**src/core/cdt_pkg.sv**
```systemverilog
// Constants shared by the countdown timer and its helper modules.
// Assumes a 12-bit APB byte address window with one 32-bit word per register.
package cdt_pkg;

  // Register byte offsets
  localparam logic [11:0] OFS_LOAD_VALUE   = 12'h400;
  localparam logic [11:0] OFS_CURRENT      = 12'h404;
  localparam logic [11:0] OFS_CONTROL      = 12'h408;
  localparam logic [11:0] OFS_IRQ_CLEAR    = 12'h40c;
  localparam logic [11:0] OFS_RAW_PENDING  = 12'h410;
  localparam logic [11:0] OFS_MASKED       = 12'h414;
  localparam logic [11:0] OFS_RELOAD       = 12'h418;
  localparam logic [11:0] OFS_TICK_DIVIDER = 12'h41c;
  localparam logic [11:0] OFS_FREE_COUNT   = 12'h420;

  // Control field positions
  localparam int CTL_WIDTH_BIT  = 1;
  localparam int CTL_PRE_LO     = 2;
  localparam int CTL_PRE_HI     = 3;
  localparam int CTL_IRQ_EN_BIT = 5;
  localparam int CTL_EN_BIT     = 7;
  localparam int CTL_DBG_BIT    = 8;
  localparam int CTL_FREE_EN    = 9;
  localparam int CTL_FDIV_LO    = 16;
  localparam int CTL_FDIV_HI    = 23;
  localparam int CLEAR_BIT      = 0;

  // Field widths
  localparam int TICK_DIV_W     = 10;
  localparam int FREE_DIV_W     = 8;
  localparam int PRE_CNT_W      = 8;

  // Reset values
  localparam logic [31:0]           RST_LOAD      = 32'h0000_0000;
  localparam logic [31:0]           RST_COUNT     = 32'h0000_0000;
  localparam logic                  RST_IRQ_EN    = 1'h1;
  localparam logic [1:0]            RST_PRE_SEL   = 2'h0;
  localparam logic                  RST_WIDTH     = 1'h0;
  localparam logic [TICK_DIV_W-1:0] RST_TICK_DIV  = 10'h07d;
  localparam logic [FREE_DIV_W-1:0] RST_FREE_DIV  = 8'h3e;

  // Fixed prescale selections
  localparam logic [1:0] PRE_DIV1   = 2'h0;
  localparam logic [1:0] PRE_DIV16  = 2'h1;
  localparam logic [1:0] PRE_DIV256 = 2'h2;
  localparam logic [PRE_CNT_W-1:0] PRE_LAST16  = 8'h0f;
  localparam logic [PRE_CNT_W-1:0] PRE_LAST256 = 8'hff;

  // Value read back from the write-only clear register; arbitrary value
  localparam logic [31:0] CLEAR_READ_VALUE = 32'h0000_0000;

endpackage : cdt_pkg

```
**src/core/cdt_div.sv**
```systemverilog
// Programmable clock divider: one tick pulse every div+1 cycles while running.
// Assumes div is stable between ticks; a change takes effect at once, within the current period.
`timescale 1ns/1ps
module cdt_div #(
  parameter int W = 10
) (
  input  wire logic         ref_clk,
  input  wire logic         rst,
  input  wire logic         run,
  input  wire logic [W-1:0] div,
  output logic              tick
);
  logic [W-1:0] cnt;

  // Counter restarts when stopped so a fresh start begins a full period
  always_ff @(posedge ref_clk) begin
    if (rst || !run) begin
      cnt <= '0;
    end else if (cnt >= div) begin
      cnt <= '0;
    end else begin
      cnt <= cnt + W'(1);
    end
  end

  assign tick = run && (cnt >= div); // Wraps early if div shrinks mid-period
endmodule // cdt_div

```
**src/core/cdt_pre.sv**
```systemverilog
// Fixed prescaler: passes every 1st, 16th or 256th input tick.
// Assumes tick_in is a one-cycle pulse from the programmable divider.
`timescale 1ns/1ps
module cdt_pre
  import cdt_pkg::*;
(
  input  wire logic       ref_clk,
  input  wire logic       rst,
  input  wire logic       tick_in,
  input  wire logic [1:0] sel,
  output logic            tick_out
);
  logic [PRE_CNT_W-1:0] cnt;

  // Count base ticks; wraps naturally at 256, or clears after 16 ticks when divide by 16 is selected
  always_ff @(posedge ref_clk) begin
    if (rst) begin
      cnt <= '0;
    end else if (tick_in) begin
      cnt <= (sel == PRE_DIV16 && cnt[3:0] == PRE_LAST16[3:0]) ? '0 : cnt + 8'h01;
    end
  end

  // Select 11 behaves as divide by one
  always_comb begin
    unique case (sel)
      PRE_DIV16:  tick_out = tick_in && (cnt[3:0] == PRE_LAST16[3:0]);
      PRE_DIV256: tick_out = tick_in && (cnt == PRE_LAST256);
      default:    tick_out = tick_in;
    endcase
  end
endmodule // cdt_pre

```
**src/core/cdt_timer.sv**
```systemverilog
// Countdown timer with reload, prescaling and a free-running up-counter.
// Assumes an APB master on ref_clk and a debug-halt level synchronous to it.
//
// Implementation choice: the APB interface to the registers.
`timescale 1ns/1ps
// How it works
// - One down-counter, periodic mode only
// - Load write copies value into count
// - Enable bit 7 decrements per tick
// - At zero reload and set pending
// - Count register 32-bit, read-only, resets zero
// - Prescale bits 3:2 divide 1/16/256/1
// - Bit 1 selects 16 or 32 bits
// - Bit 5 gates pending onto interrupt
// - Bit 8 stops both counters in halt
// - Bit 9 enables free counter, resets zero
// - Free tick is clock over field+1
// - Registers from 0x400 to 0x420
// - Timer tick is clock over divider+1
// - Interrupt equals pending AND enable
// - Writing one to clear bit clears pending
// - Free counter wraps, cannot be reset
module cdt_timer
  import cdt_pkg::*;
(
  input  wire logic        ref_clk,
  input  wire logic        rst,
  input  wire logic        psel,
  input  wire logic        penable,
  input  wire logic        pwrite,
  input  wire logic [11:0] paddr,
  input  wire logic [31:0] pwdata,
  output logic      [31:0] prdata,
  output logic             pready,
  output logic             pslverr,
  input  wire logic        debug_halt,
  output logic             irq
);
  // Register state
  logic [31:0]           load_value;
  logic [31:0]           current_count;
  logic [31:0]           free_running_count;
  logic                  pending;
  logic                  timer_enable;
  logic                  interrupt_enable_bit;
  logic [1:0]            prescale_sel;
  logic                  counter_width_select;
  logic                  stop_in_debug;
  logic                  free_counter_enable;
  logic [FREE_DIV_W-1:0] free_counter_prescale;
  logic [TICK_DIV_W-1:0] tick_divider_value;

  // Internal strobes and ticks
  logic        acc_wr;
  logic        acc_setup_done;
  logic        halted;
  logic        timer_run;
  logic        free_run;
  logic        base_tick;
  logic        timer_tick;
  logic        free_tick;
  logic [31:0] count_view;
  logic        count_zero;
  logic        load_wr;
  logic        clear_wr;
  logic        ctl_wr;
  logic        next_pending;
  logic        next_irq_en;
  logic [31:0] rd_mux;
  logic        addr_hit;

  // APB: write lands at the edge that completes the transfer
  assign acc_wr         = psel && penable && pready && pwrite;
  assign acc_setup_done = psel && penable && !pready;
  assign load_wr        = acc_wr && (paddr == OFS_LOAD_VALUE);
  assign clear_wr       = acc_wr && (paddr == OFS_IRQ_CLEAR) && pwdata[CLEAR_BIT];
  assign ctl_wr         = acc_wr && (paddr == OFS_CONTROL);

  // Halt only gates counting; registers stay accessible while halted
  assign halted    = stop_in_debug && debug_halt;
  assign timer_run = timer_enable && !halted;
  assign free_run  = free_counter_enable && !halted;

  // Programmable base divider for the timer
  cdt_div #(
    .W (TICK_DIV_W)
  ) u_tick_div (
    .ref_clk (ref_clk),
    .rst     (rst),
    .run     (timer_run),
    .div     (tick_divider_value),
    .tick    (base_tick)
  );

  // Fixed prescale after the base divider
  cdt_pre u_pre (
    .ref_clk  (ref_clk),
    .rst      (rst),
    .tick_in  (base_tick),
    .sel      (prescale_sel),
    .tick_out (timer_tick)
  );

  // Own divider for the free-running counter
  cdt_div #(
    .W (FREE_DIV_W)
  ) u_free_div (
    .ref_clk (ref_clk),
    .rst     (rst),
    .run     (free_run),
    .div     (free_counter_prescale),
    .tick    (free_tick)
  );

  // Upper half is ignored in 16-bit mode for both counting and zero test
  assign count_view = counter_width_select ? current_count
                                           : {16'h0000, current_count[15:0]};
  assign count_zero = (count_view == 32'h0000_0000);

  // Down-counter; periodic only, so zero always reloads
  always_ff @(posedge ref_clk) begin
    if (rst) begin
      current_count <= RST_COUNT;
    end else if (load_wr) begin
      current_count <= pwdata;
    end else if (timer_run && timer_tick) begin
      if (count_zero) begin
        current_count <= load_value;
      end else begin
        current_count <= count_view - 32'h0000_0001;
      end
    end
  end

  // Load value written by either load or reload register
  always_ff @(posedge ref_clk) begin
    if (rst) begin
      load_value <= RST_LOAD;
    end else if (acc_wr && (paddr == OFS_LOAD_VALUE || paddr == OFS_RELOAD)) begin
      load_value <= pwdata;
    end
  end

  // Set wins over a clear arriving in the same cycle
  always_comb begin
    next_pending = pending;
    if (clear_wr) begin
      next_pending = 1'b0;
    end
    if (timer_run && timer_tick && count_zero) begin
      next_pending = 1'b1;
    end
    next_irq_en = ctl_wr ? pwdata[CTL_IRQ_EN_BIT] : interrupt_enable_bit;
  end

  // Pending flag and interrupt line kept in step
  always_ff @(posedge ref_clk) begin
    if (rst) begin
      pending <= 1'b0;
      irq     <= 1'b0;
    end else begin
      pending <= next_pending;
      irq     <= next_pending && next_irq_en;
    end
  end

  // Control fields
  always_ff @(posedge ref_clk) begin
    if (rst) begin
      timer_enable          <= 1'b0;
      interrupt_enable_bit  <= RST_IRQ_EN;
      prescale_sel          <= RST_PRE_SEL;
      counter_width_select  <= RST_WIDTH;
      stop_in_debug         <= 1'b0;
      free_counter_enable   <= 1'b0;
      free_counter_prescale <= RST_FREE_DIV;
    end else if (ctl_wr) begin
      timer_enable          <= pwdata[CTL_EN_BIT];
      interrupt_enable_bit  <= next_irq_en;
      prescale_sel          <= pwdata[CTL_PRE_HI:CTL_PRE_LO];
      counter_width_select  <= pwdata[CTL_WIDTH_BIT];
      stop_in_debug         <= pwdata[CTL_DBG_BIT];
      free_counter_enable   <= pwdata[CTL_FREE_EN];
      free_counter_prescale <= pwdata[CTL_FDIV_HI:CTL_FDIV_LO];
    end
  end

  // Tick divider register
  always_ff @(posedge ref_clk) begin
    if (rst) begin
      tick_divider_value <= RST_TICK_DIV;
    end else if (acc_wr && paddr == OFS_TICK_DIVIDER) begin
      tick_divider_value <= pwdata[TICK_DIV_W-1:0];
    end
  end

  // Free counter: no write path, so software cannot reset it
  always_ff @(posedge ref_clk) begin
    if (rst) begin
      free_running_count <= 32'h0000_0000;
    end else if (free_run && free_tick) begin
      free_running_count <= free_running_count + 32'h0000_0001;
    end
  end

  // Read decode; unmapped words read zero and flag an error
  always_comb begin
    rd_mux   = 32'h0000_0000;
    addr_hit = 1'b1;
    unique case (paddr)
      OFS_LOAD_VALUE, OFS_RELOAD: rd_mux = load_value;
      OFS_CURRENT:      rd_mux = count_view;
      OFS_CONTROL: begin
        rd_mux[CTL_WIDTH_BIT]           = counter_width_select;
        rd_mux[CTL_PRE_HI:CTL_PRE_LO]   = prescale_sel;
        rd_mux[CTL_IRQ_EN_BIT]          = interrupt_enable_bit;
        rd_mux[CTL_EN_BIT]              = timer_enable;
        rd_mux[CTL_DBG_BIT]             = stop_in_debug;
        rd_mux[CTL_FREE_EN]             = free_counter_enable;
        rd_mux[CTL_FDIV_HI:CTL_FDIV_LO] = free_counter_prescale;
      end
      OFS_IRQ_CLEAR:    rd_mux = CLEAR_READ_VALUE;
      OFS_RAW_PENDING:  rd_mux[CLEAR_BIT] = pending;
      OFS_MASKED:       rd_mux[CLEAR_BIT] = pending && interrupt_enable_bit;
      OFS_TICK_DIVIDER: rd_mux[TICK_DIV_W-1:0] = tick_divider_value;
      OFS_FREE_COUNT:   rd_mux = free_running_count;
      default:          addr_hit = 1'b0;
    endcase
  end

  // One wait state: data and error registered at the same edge as pready
  always_ff @(posedge ref_clk) begin
    if (rst) begin
      pready  <= 1'b0;
      prdata  <= 32'h0000_0000;
      pslverr <= 1'b0;
    end else begin
      pready  <= acc_setup_done;
      pslverr <= acc_setup_done && !addr_hit;
      if (acc_setup_done && !pwrite) begin
        prdata <= rd_mux;
      end
    end
  end
endmodule // cdt_timer

```
**config.mk**
```make
export PLATFORM = sky130hd
export DESIGN_NAME = cdt_timer
export DESIGN_NICKNAME = d
export VERILOG_FILES = /design/src/core/cdt_pkg.sv /design/src/core/cdt_div.sv /design/src/core/cdt_pre.sv /design/src/core/cdt_timer.sv
export SDC_FILE = /design/constraint.sdc
export NUM_CORES = 1
export LEC_CHECK = 0
export BUFFER_PORTS_ARGS = -buffer_cell sky130_fd_sc_hd__buf_2
export CAP_MARGIN = 20
export CORE_ASPECT_RATIO = 1.4
export CORE_UTILIZATION = 60
export CTS_CLUSTER_DIAMETER = 80
export DETAILED_ROUTE_END_ITERATION = 16
export GPL_TIMING_DRIVEN = 0
export PLACE_DENSITY = 0.81
export SYNTH_ARGS = -nofsm -noshare
export SYNTH_HDL_FRONTEND = slang
export SYNTH_SLANG_ARGS = --single-unit
```
**constraint.sdc**
```tcl
create_clock -name ref_clk -period 8 [get_ports ref_clk]
set_input_delay 1.6 -clock ref_clk [delete_from_list [all_inputs] [get_ports ref_clk]]
set_output_delay 1.6 -clock ref_clk [all_outputs]
set_load 0.01 [all_outputs]
```
# == Word-level counts from Yosys, hierarchy flattened ==
# Index checks and enable logic that the tools add are counted.
# totals
romBits,0
latchBits,0
word_cells,98
mem_bits_rw,0
memories,0
reg_bits,183
out_inout_bits,35
# op_classes
div_mod_pow,0
shifts,0
n_mul,0
order_cmp,2
eq_ne,13
reduce_logical,40
n_mux,19
bitwise,0
addsub,5
# op_table
operator,count
$mux 32,4
$eq 12x11->1 const B,9
$add 32x1->32 const B,1
$logic_not 32->1,1
$pmux 8 s4,1
$sub 32x1->32 const B,1
$pmux 3 s5,2
$logic_and 1x1->1,25
$pmux 8 s3,1
$pmux 6 s3,1
$add 8x1->8 const B,2
$add 10x1->10 const B,1
$ge 10x10->1,1
$reduce_or 9->1,1
$eq 8x8->1 const B,1
$ge 8x8->1,1
$mux 8,1
$pmux 1 s4,2
$logic_not 1->1,6
$pmux 1 s6,1
$reduce_or 2->1,3
$pmux 1 s5,1
$eq 4x4->1 const B,1
$mux 1,4
other kinds (5),7

# == Logic depth before layout (Yosys ltp) ==
# Gate-level depths: netlist of run 1.
# logic_depth
ltp_word,10
mapped_depth,11
mapped_depth_nobuf,9

# == By module ==
# A second synthesis of run 1 with hierarchy kept.
# unflattened
hier_cells,1171
hier_area_um2,9575.4
# modules_own_cells
mod,cells_per_inst,area_per_inst_um2,instances,seq_area_each_um2
cdt_timer,988,7927.6,1,3143.0
cdt_div (u_tick_div),74,726.9,1,200.2
cdt_div (u_free_div),62,510.5,1,160.2
cdt_pre,47,410.4,1,160.2

# == Worst setup path before layout of run 1 ==
# Ideal clock, no wire load.
# synth_timing
path_kind,input to register
startpoint,in paddr[9]
endpoint,reg current_count[8]
n_path_buf,3
path_slack_ps,4303
arrival_ps,3580
cell_stages,9
cell_sequence,or4b_4 -> or2_1 -> buf_6 -> or4_1 -> buf_2 -> nand2b_2 -> buf_6 -> a21oi_1 -> a22o_1
# synth_between
elab_chain_len,3
word_cells_on_any_way,4
cone_classes,eq/ne: 1; mux: 1; reduce/logical: 2
# synth_rtl
element,line_no,rtl
from (decl),cdt_timer.sv:31,"input wire logic [11:0] paddr,"
$eq 12x11->1 *,cdt_timer.sv:75,assign load_wr = acc_wr && (paddr == OFS_LOAD_VALUE);
$logic_and 1x1->1 *,cdt_timer.sv:75,
$mux 32 / $reduce_bool 2->1 (equally long branches),--,
to (signal assigned),cdt_timer.sv:125,current_count <= pwdata;
to (signal assigned),cdt_timer.sv:128,current_count <= load_value;
to (signal assigned),cdt_timer.sv:130,current_count <= count_view - 32'h0000_0001;
to (decl),cdt_timer.sv:41,logic [31:0] current_count;
# Mark *: on every way between the ends. The rest lies on a longest branch, timed or not.
# A chain may end at the register's enable or synchronous reset.

# == Worst setup path in the final report of run 1 ==
# layout_timing
startpoint,in paddr[9]
endpoint,reg current_count[30]
# The elaborated chain is that of the path after synthesis.

==> run metrics, run 1 <==
Period Utilization, post-route=48.7%; Critical Path Start=paddr[9]; Avg Cell Area, Syn=7.93 µm²; Mapped Area=9560 µm²; die area=16,400 µm²; Final ANT Viol Nets=0; CTS Buf Count=17; slowest stage cell, crit path=clkbuf_1; Final Util=a little over two thirds; final wirelength=35,300 µm; Yosys Warn Count=0; Post-CTS Resized=0; iteration count of the initial detailed-routing pass=8; number of register bits inferred by synthesis=183; P per Cell Area=172 nW/µm²; worst-path cell chain=buf_2, or4b_4, or2_1, buf_6, nor4_2, clkbuf_1, a21oi_1, a211oi_1; Most used DFF post-synth=dfxtp_1; worst skew pair latency=0.45 ns; RSZ-0062 raised after global routing=false; reg2reg path depth=11; Distinct cells, synth=75; CTS tree=built; P_sw=roughly 440 µW; HP Class=reg2reg; initial drt markers=1,234; Worst Setup EP=current_count[30]$_SDFFE_PP0P_; Post-CTS Setup Bufs=0; max_cap viols=0; GRT Residual Overflow=0; Tmin final=3.89 ns; share of cells above drive strength 1=12.8%; Slew @ Worst Pin=a little under 1 ns; clk root buf=clkbuf_16; clock transition at the registers of the reported paths=0.07 ns; max incr delay on CP=0.62 ns; GRT Total Usage=43.8%; WL/cell=around 23 µm; PortBufs=83; Setup WS pre-CTS=3.79 ns; Die Span Y=151 µm; sequential share of power=49.2%; Gate power share=roughly 4.0%; Worst slew margin=35.2%; Setup TNS=0 ns; syn nets=1,282; die width=109 µm; DP Wirelength=roughly 25,000 µm; initial antenna violation count=0; clock share of power=46.7%; CP required=8.35 ns; CP startpoint kind=input pin; Via density=6.74; DRC violations left=0; f_max=257 MHz; CTS Hold Bufs=0; H-Tree Depth=4; first-pass GRT wire length=52,900 µm; worst-path maximum fanout=10; Sink Count=183; min setup slack post-route=4.11 ns; vias=10,200; async set-reset flop share out of synthesis=0%; Internal=1.42 mW; R2R Setup Slk=4.60 ns; core area=15,600 µm²; crit path DAT=between 4 and 5 ns; I/O pins=85; # setup viols final=0; final hold vios=0; clk_skew=0.00907 ns; gp weighted congestion=approximately 1; Layout Nets=1,386; FF-to-FF End=free_running_count[7]$_SDFFE_PP0P_; Sw Share=23.8%; row cnt=54; sequential share of the synthesized area=38.3%; Syn-to-layout area delta=13.3%; Max VDD drop=between 0.1 and 0.15 mV; outcome=completed; worst r2r src=free_counter_prescale[0]$_SDFFE_PP0P_; CTS Buffer Depth=2; Worst setup EP type=flip-flop; Max Transition Viols Final=0; critical path class=in2reg; total power draw=approximately 1.9 mW; largest net degree at the start of global routing=17; Starting Density=between 60% and 70%; Syn Inst Count=1,206; Leak=3.85 nW; EDFF count, synth=0; vias in the first global route=9,552
==> metrics by stage <==
stage	cells	cell area, µm²	hold slack, ns
floorplan	1206	9560	0.426
global placement	1485	10200	0.442
CTS	1517	10800	0.471
finish	1520	10800	0.469
global route	1519	10800	0.491
detailed placement	1485	10200	0.455
==> Yosys cell counts, drive strengths merged, types with 13 or more instances <==
library cell	n	area (µm²)
a21oi	133	703
nand4	15	100
buf	20	131
or4	27	210
a222oi	27	270
clkbuf	59	221
a211oi	29	218
inv	36	135
nor2	128	498
nor3	32	175
dfxtp	183	3660
nor4	15	149
o21ai	54	274
nand3	29	145
o31ai	15	113
nand2	172	646
ha	26	325
nand2b	13	83.8
a211o	13	114
or3	18	113
xor2	20	175
and3	14	87.6
==> metal layers <==
layer  track usage (%)  vias to the layer above  share of wire, %
met4              37.0                        0               9.2
met2              67.4                      667                44
met5                 0                        -                 0
met3              12.0                      211                11
li1                  -                     4626                 -
met1              50.0                     4735                36
==> worst min path at each step <==
stage | from | endpoint | slack (ns) | cells after the start
floorplan | u_free_div.cnt[0]$_SDFF_PP0_ | u_free_div.cnt[0]$_SDFF_PP0_ | 0.43 | 1
global placement | u_tick_div.cnt[0]$_SDFF_PP0_ | u_tick_div.cnt[0]$_SDFF_PP0_ | 0.44 | 1
detailed placement | u_free_div.cnt[0]$_SDFF_PP0_ | u_free_div.cnt[0]$_SDFF_PP0_ | 0.45 | 1
CTS | u_free_div.cnt[0]$_SDFF_PP0_ | u_free_div.cnt[0]$_SDFF_PP0_ | 0.47 | 1
global route | u_free_div.cnt[0]$_SDFF_PP0_ | u_free_div.cnt[0]$_SDFF_PP0_ | 0.49 | 1
finish | u_tick_div.cnt[0]$_SDFF_PP0_ | u_tick_div.cnt[0]$_SDFF_PP0_ | 0.47 | 1
==> flip-flops by register name, summed over array words and instances (netlist names) <==
register               cells
pending                    1
irq                        1
u_pre.cnt                  8
u_free_div.cnt             8
timer_enable               1
prescale_sel               2
stop_in_debug              1
pready                     1
free_counter_enable        1
prdata                    32
u_tick_div.cnt            10
pslverr                    1
free_running_count        32
current_count             32
load_value                32
counter_width_select       1
interrupt_enable_bit       1
free_counter_prescale      8
tick_divider_value        10
==> layout by cell type, fill, tap and decap left out, types with 6 or more instances in the layout <==
master	Yosys	routed
a211o_1	13	13
a211oi_1	29	29
a21oi_1	123	123
a21oi_2	10	10
a221oi_1	6	6
a222oi_1	27	27
a22oi_1	10	10
a31oi_1	9	9
and2_1	7	7
and3_1	14	14
buf_2	15	99
clkbuf_1	59	61
clkbuf_16	0	17
dfxtp_1	183	183
ha_1	26	26
inv_1	36	36
mux2i_1	6	6
nand2_1	172	172
nand2b_1	12	12
nand3_1	29	29
nand4_1	14	14
nor2_1	125	125
nor2b_1	7	7
nor3_1	29	29
nor4_1	9	9
o21ai_0	43	43
o21ai_1	10	10
o22ai_1	11	11
o31ai_1	15	15
or3_1	18	18
or4_1	25	25
xnor2_1	7	7
xor2_1	20	20
==> critical path: cells and delay by family <==
kind            cells  cell delay [ns]
compound gates      2             0.36
simple gates        3             1.41
buf+inv             3             0.86
==> power groups by stage <==
stage | Clock (mW) | Sequential, mW | Combinational [mW]
4_1_cts | 0.867 | 0.916 | 0.0719
6_report | 0.870 | 0.915 | 0.0751
3_5_place_dp | 0 | 0.937 | 0.0716
3_3_place_gp | 0 | 0.936 | 0.0711
5_1_grt | 0.901 | 0.916 | 0.0781
2_1_floorplan | 0 | 0.938 | 0.0291
==> logic make-up after synthesis <==
logic type / count (synthesis) / synth area share, %
multiplexers: 7 / 0.746
adder cells (fa/ha/maj): 26 / 3.40
XOR/XNOR: 27 / 2.47
buffers and inverters: 115 / 5.10
flip-flops: 183 / 38.3
AO/OA/AOI/OAI: 349 / 24.0
AND/OR/NAND/NOR: 499 / 25.9
==> area by class of cell <==
class / count / area [µm²]
Sequential cell: 183 / 3660
Clock buffer: 21 / 460
Antenna cell: 1 / 2.50
Buffer: 79 / 353
Tap cell: 196 / 245
Inverter: 36 / 135
Timing Repair Buffer: 85 / 428
Clock inverter: 11 / 136
Multi-Input combinational cell: 908 / 5410
Fill cell: 1306 / 4780
Power figures use the tool's default switching activity.
==> run 2: changes to the inputs <==
--- a/config.mk
+++ b/config.mk
@@ -8,11 +8,11 @@
 export BUFFER_PORTS_ARGS = -buffer_cell sky130_fd_sc_hd__buf_2
 export CAP_MARGIN = 20
 export CORE_ASPECT_RATIO = 1.4
-export CORE_UTILIZATION = 60
+export CORE_UTILIZATION = 54
 export CTS_CLUSTER_DIAMETER = 80
 export DETAILED_ROUTE_END_ITERATION = 16
 export GPL_TIMING_DRIVEN = 0
-export PLACE_DENSITY = 0.81
+export PLACE_DENSITY = 0.77
 export SYNTH_ARGS = -nofsm -noshare
 export SYNTH_HDL_FRONTEND = slang
 export SYNTH_SLANG_ARGS = --single-unit
==> constraint.sdc (replaced) <==
create_clock -name ref_clk -period 3.13 [get_ports ref_clk]
set_input_delay 0.626 -clock ref_clk [delete_from_list [all_inputs] [get_ports ref_clk]]
set_output_delay 0.626 -clock ref_clk [all_outputs]
set_load 0.01 [all_outputs]
==> run metrics, run 2 (synthesized netlist as in run 1, its figures left out) <==
outcome=completed; Worst setup EP type=flip-flop; clk root buf=clkbuf_16; clock share of power=46.1% (-0.6 points); row cnt=57 (+5.6%); max_cap viols=0 (unchanged); Layout Nets=1,387 (+0.072%); routed wl met3=3330 µm (-13%); Syn-to-layout area delta=13.8%; Gate power share=4.0% (about the same); vias=10,100 (-1.4%); DRC violations left=0 (unchanged); Period Utilization, post-route=slightly below 100%; Slew @ Worst Pin=0.914 ns (-0.0555 ns); most frequent cells in the layout=dfxtp_1 (183), nand2_1 (172), nor2_1 (125); P per Cell Area=432 nW/µm² (+150%); HP Class=in2reg; # setup viols final=0 (unchanged); Sw Share=24.1% (+0.36 points); I/O pins=85 (unchanged); initial antenna violation count=0 (unchanged); CTS Buf Count=17 (unchanged); DP Wirelength=25,700 µm (+0.83%); Sink Count=183 (unchanged); largest net degree at the start of global routing=17 (unchanged); total power draw=4.70 mW (+150%); sequential share of power=49.8% (+0.6 points); PortBufs=83 (unchanged); ant diodes=0 (-1); clock transition at the registers of the reported paths=0.07 ns (about the same); P_sw=1.13 mW (+160%); share of cells above drive strength 1=13.4% (+0.52 points); Post-DP Area=10,300 µm² (+0.49%); critical path's top delay family=simple AND/OR/NAND/NOR gates; Final Instance Area=10,900 µm² (+0.45%); Hold Path Depth=3 (+2); Via density=6.47 (-4.0%); GRT Residual Overflow=0 (unchanged); first-pass GRT wire length=53,500 µm (+1.0%); H-Tree Depth=4 (unchanged); Leak=3.85 nW (+0.14%); final wirelength=35,100 µm (-0.48%); Max VDD drop=0.308 mV (+130%); worst r2r src=current_count[9]$_SDFFE_PP0P_; clk_skew=0.0156 ns (+0.00651 ns); WL/cell=22.5 µm (-3.0%); Die Span Y=159 µm (+5.3%); R2R Setup Slk=0.09 ns (-4.51 ns); slowest stage cell, crit path=nor4_1; GRT Total Usage=38.9% (-4.9 points); worst-path cell chain=nor4_1, nand2_1, or2_1, or4_1, a31oi_1, o21ai_0, a31o_1; Met2 Routed Length=15,500 µm (-0.39%); commonest non-fill, non-tap cell in the layout=dfxtp_1; Hold EP=current_count[13]$_SDFFE_PP0P_; core area=17,300 µm² (+11%); critical path class=reg2reg; critical path buffer and inverter count=0 (-3); max incr delay on CP=0.68 ns (+0.06 ns); worst hold margin=0.411 ns (-0.0573 ns); iteration count of the initial detailed-routing pass=6 (-2); Worst Min Path Start=pwdata[13]; CTS Buffer Depth=2 (unchanged); vias in the first global route=9,499 (-0.55%); f_max=328 MHz; met1 wire length=13,100 µm (+3.3%); Final ANT Viol Nets=0 (unchanged); Starting Density=55.2% (-6.1 points); worst skew pair latency=0.44 ns (about the same); CTS tree=built; die width=114 µm (+5.3%); Tmin final=3.04 ns; Worst slew margin=39.1% (+3.8 points); final hold vios=0 (unchanged); RSZ-0062 raised after global routing=false; reg2reg path depth=7 (-4); CP required=3.47 ns (-4.88 ns); Max Transition Viols Final=0 (unchanged); worst-path maximum fanout=7 (-3); gp weighted congestion=1.02 (-0.27%); FF-to-FF End=current_count[23]$_SDFFE_PP0P_; die area=18,200 µm² (+11%); Final Util=62.8% (-6.6 points); CP startpoint kind=flip-flop; initial drt markers=1,507 (+22%); top sig layer=met4; crit path DAT=3.38 ns (-0.86 ns); Internal=3.56 mW (+150%); Setup TNS=0 ns (unchanged)
-- run 2: layer usage --
layer  track usage [%]  vias up
li1                  -     4616
met1              46.4     4686
met2              58.7      617
met3              8.95      173
met4              32.9        0
met5                 0        -
-- run 2: worst reg2reg max path, stage by stage (launching register included) --
cell	delay, ns
dfxtp_1	0.44
nor4_1	0.68
nand2_1	0.37
or2_1	0.42
or4_1	0.43
a31oi_1	0.25
o21ai_0	0.11
a31o_1	0.23
-- run 2: worst max path at each step --
stage | depth (start not counted) | end | start
6_report | 7 | current_count[23]$_SDFFE_PP0P_ | current_count[9]$_SDFFE_PP0P_
2_1_floorplan | 9 | current_count[8]$_SDFFE_PP0P_ | paddr[9]
3_5_place_dp | 11 | free_running_count[23]$_SDFFE_PP0P_ | u_free_div.cnt[0]$_SDFF_PP0_
5_1_grt | 7 | current_count[23]$_SDFFE_PP0P_ | current_count[2]$_SDFFE_PP0P_
3_3_place_gp | 11 | free_running_count[19]$_SDFFE_PP0P_ | u_free_div.cnt[0]$_SDFF_PP0_
4_1_cts | 12 | free_running_count[11]$_SDFFE_PP0P_ | free_counter_prescale[4]$_SDFFE_PP1P_
-- run 2: stage by stage --
| stage | cells | setup slack (ns) |
|---|---|---|
| 6_report | 1560 | 0.0854 |
| 5_1_grt | 1560 | 0.0110 |
| 4_1_cts | 1559 | 0.0109 |
| 3_5_place_dp | 1525 | -0.370 |
| 3_3_place_gp | 1525 | -0.356 |
| 2_1_floorplan | 1206 | 0.407 |
-- run 2: power by group through the flow --
stage               Sequential, mW  Combinational [mW]  Clock [mW]
floorplan                     2.40              0.0743           0
global placement              2.39               0.183           0
detailed placement            2.39               0.184           0
CTS                           2.34               0.185        2.17
global route                  2.34               0.197        2.26
finish                        2.34               0.190        2.17
-- run 2: repair_timing --
| item | CTS | global route |
|---|---|---|
| gates resized for setup | 0 | 9 |
| buffers inserted | 2 | 0 |
| endpoints found under the setup margin | 17 | 24 |
| hold buffers | 0 | 0 |
| pin swaps | 1 | 0 |
-- run 2: layout make-up --
| type | count | area [µm²] |
|---|---|---|
| Buffer | 79 | 358 |
| Clock buffer | 21 | 470 |
| Clock inverter | 11 | 111 |
| Fill cell | 1571 | 6450 |
| Inverter | 36 | 135 |
| Multi-Input combinational cell | 908 | 5410 |
| Sequential cell | 183 | 3660 |
| Tap cell | 236 | 295 |
| Timing Repair Buffer | 86 | 435 |
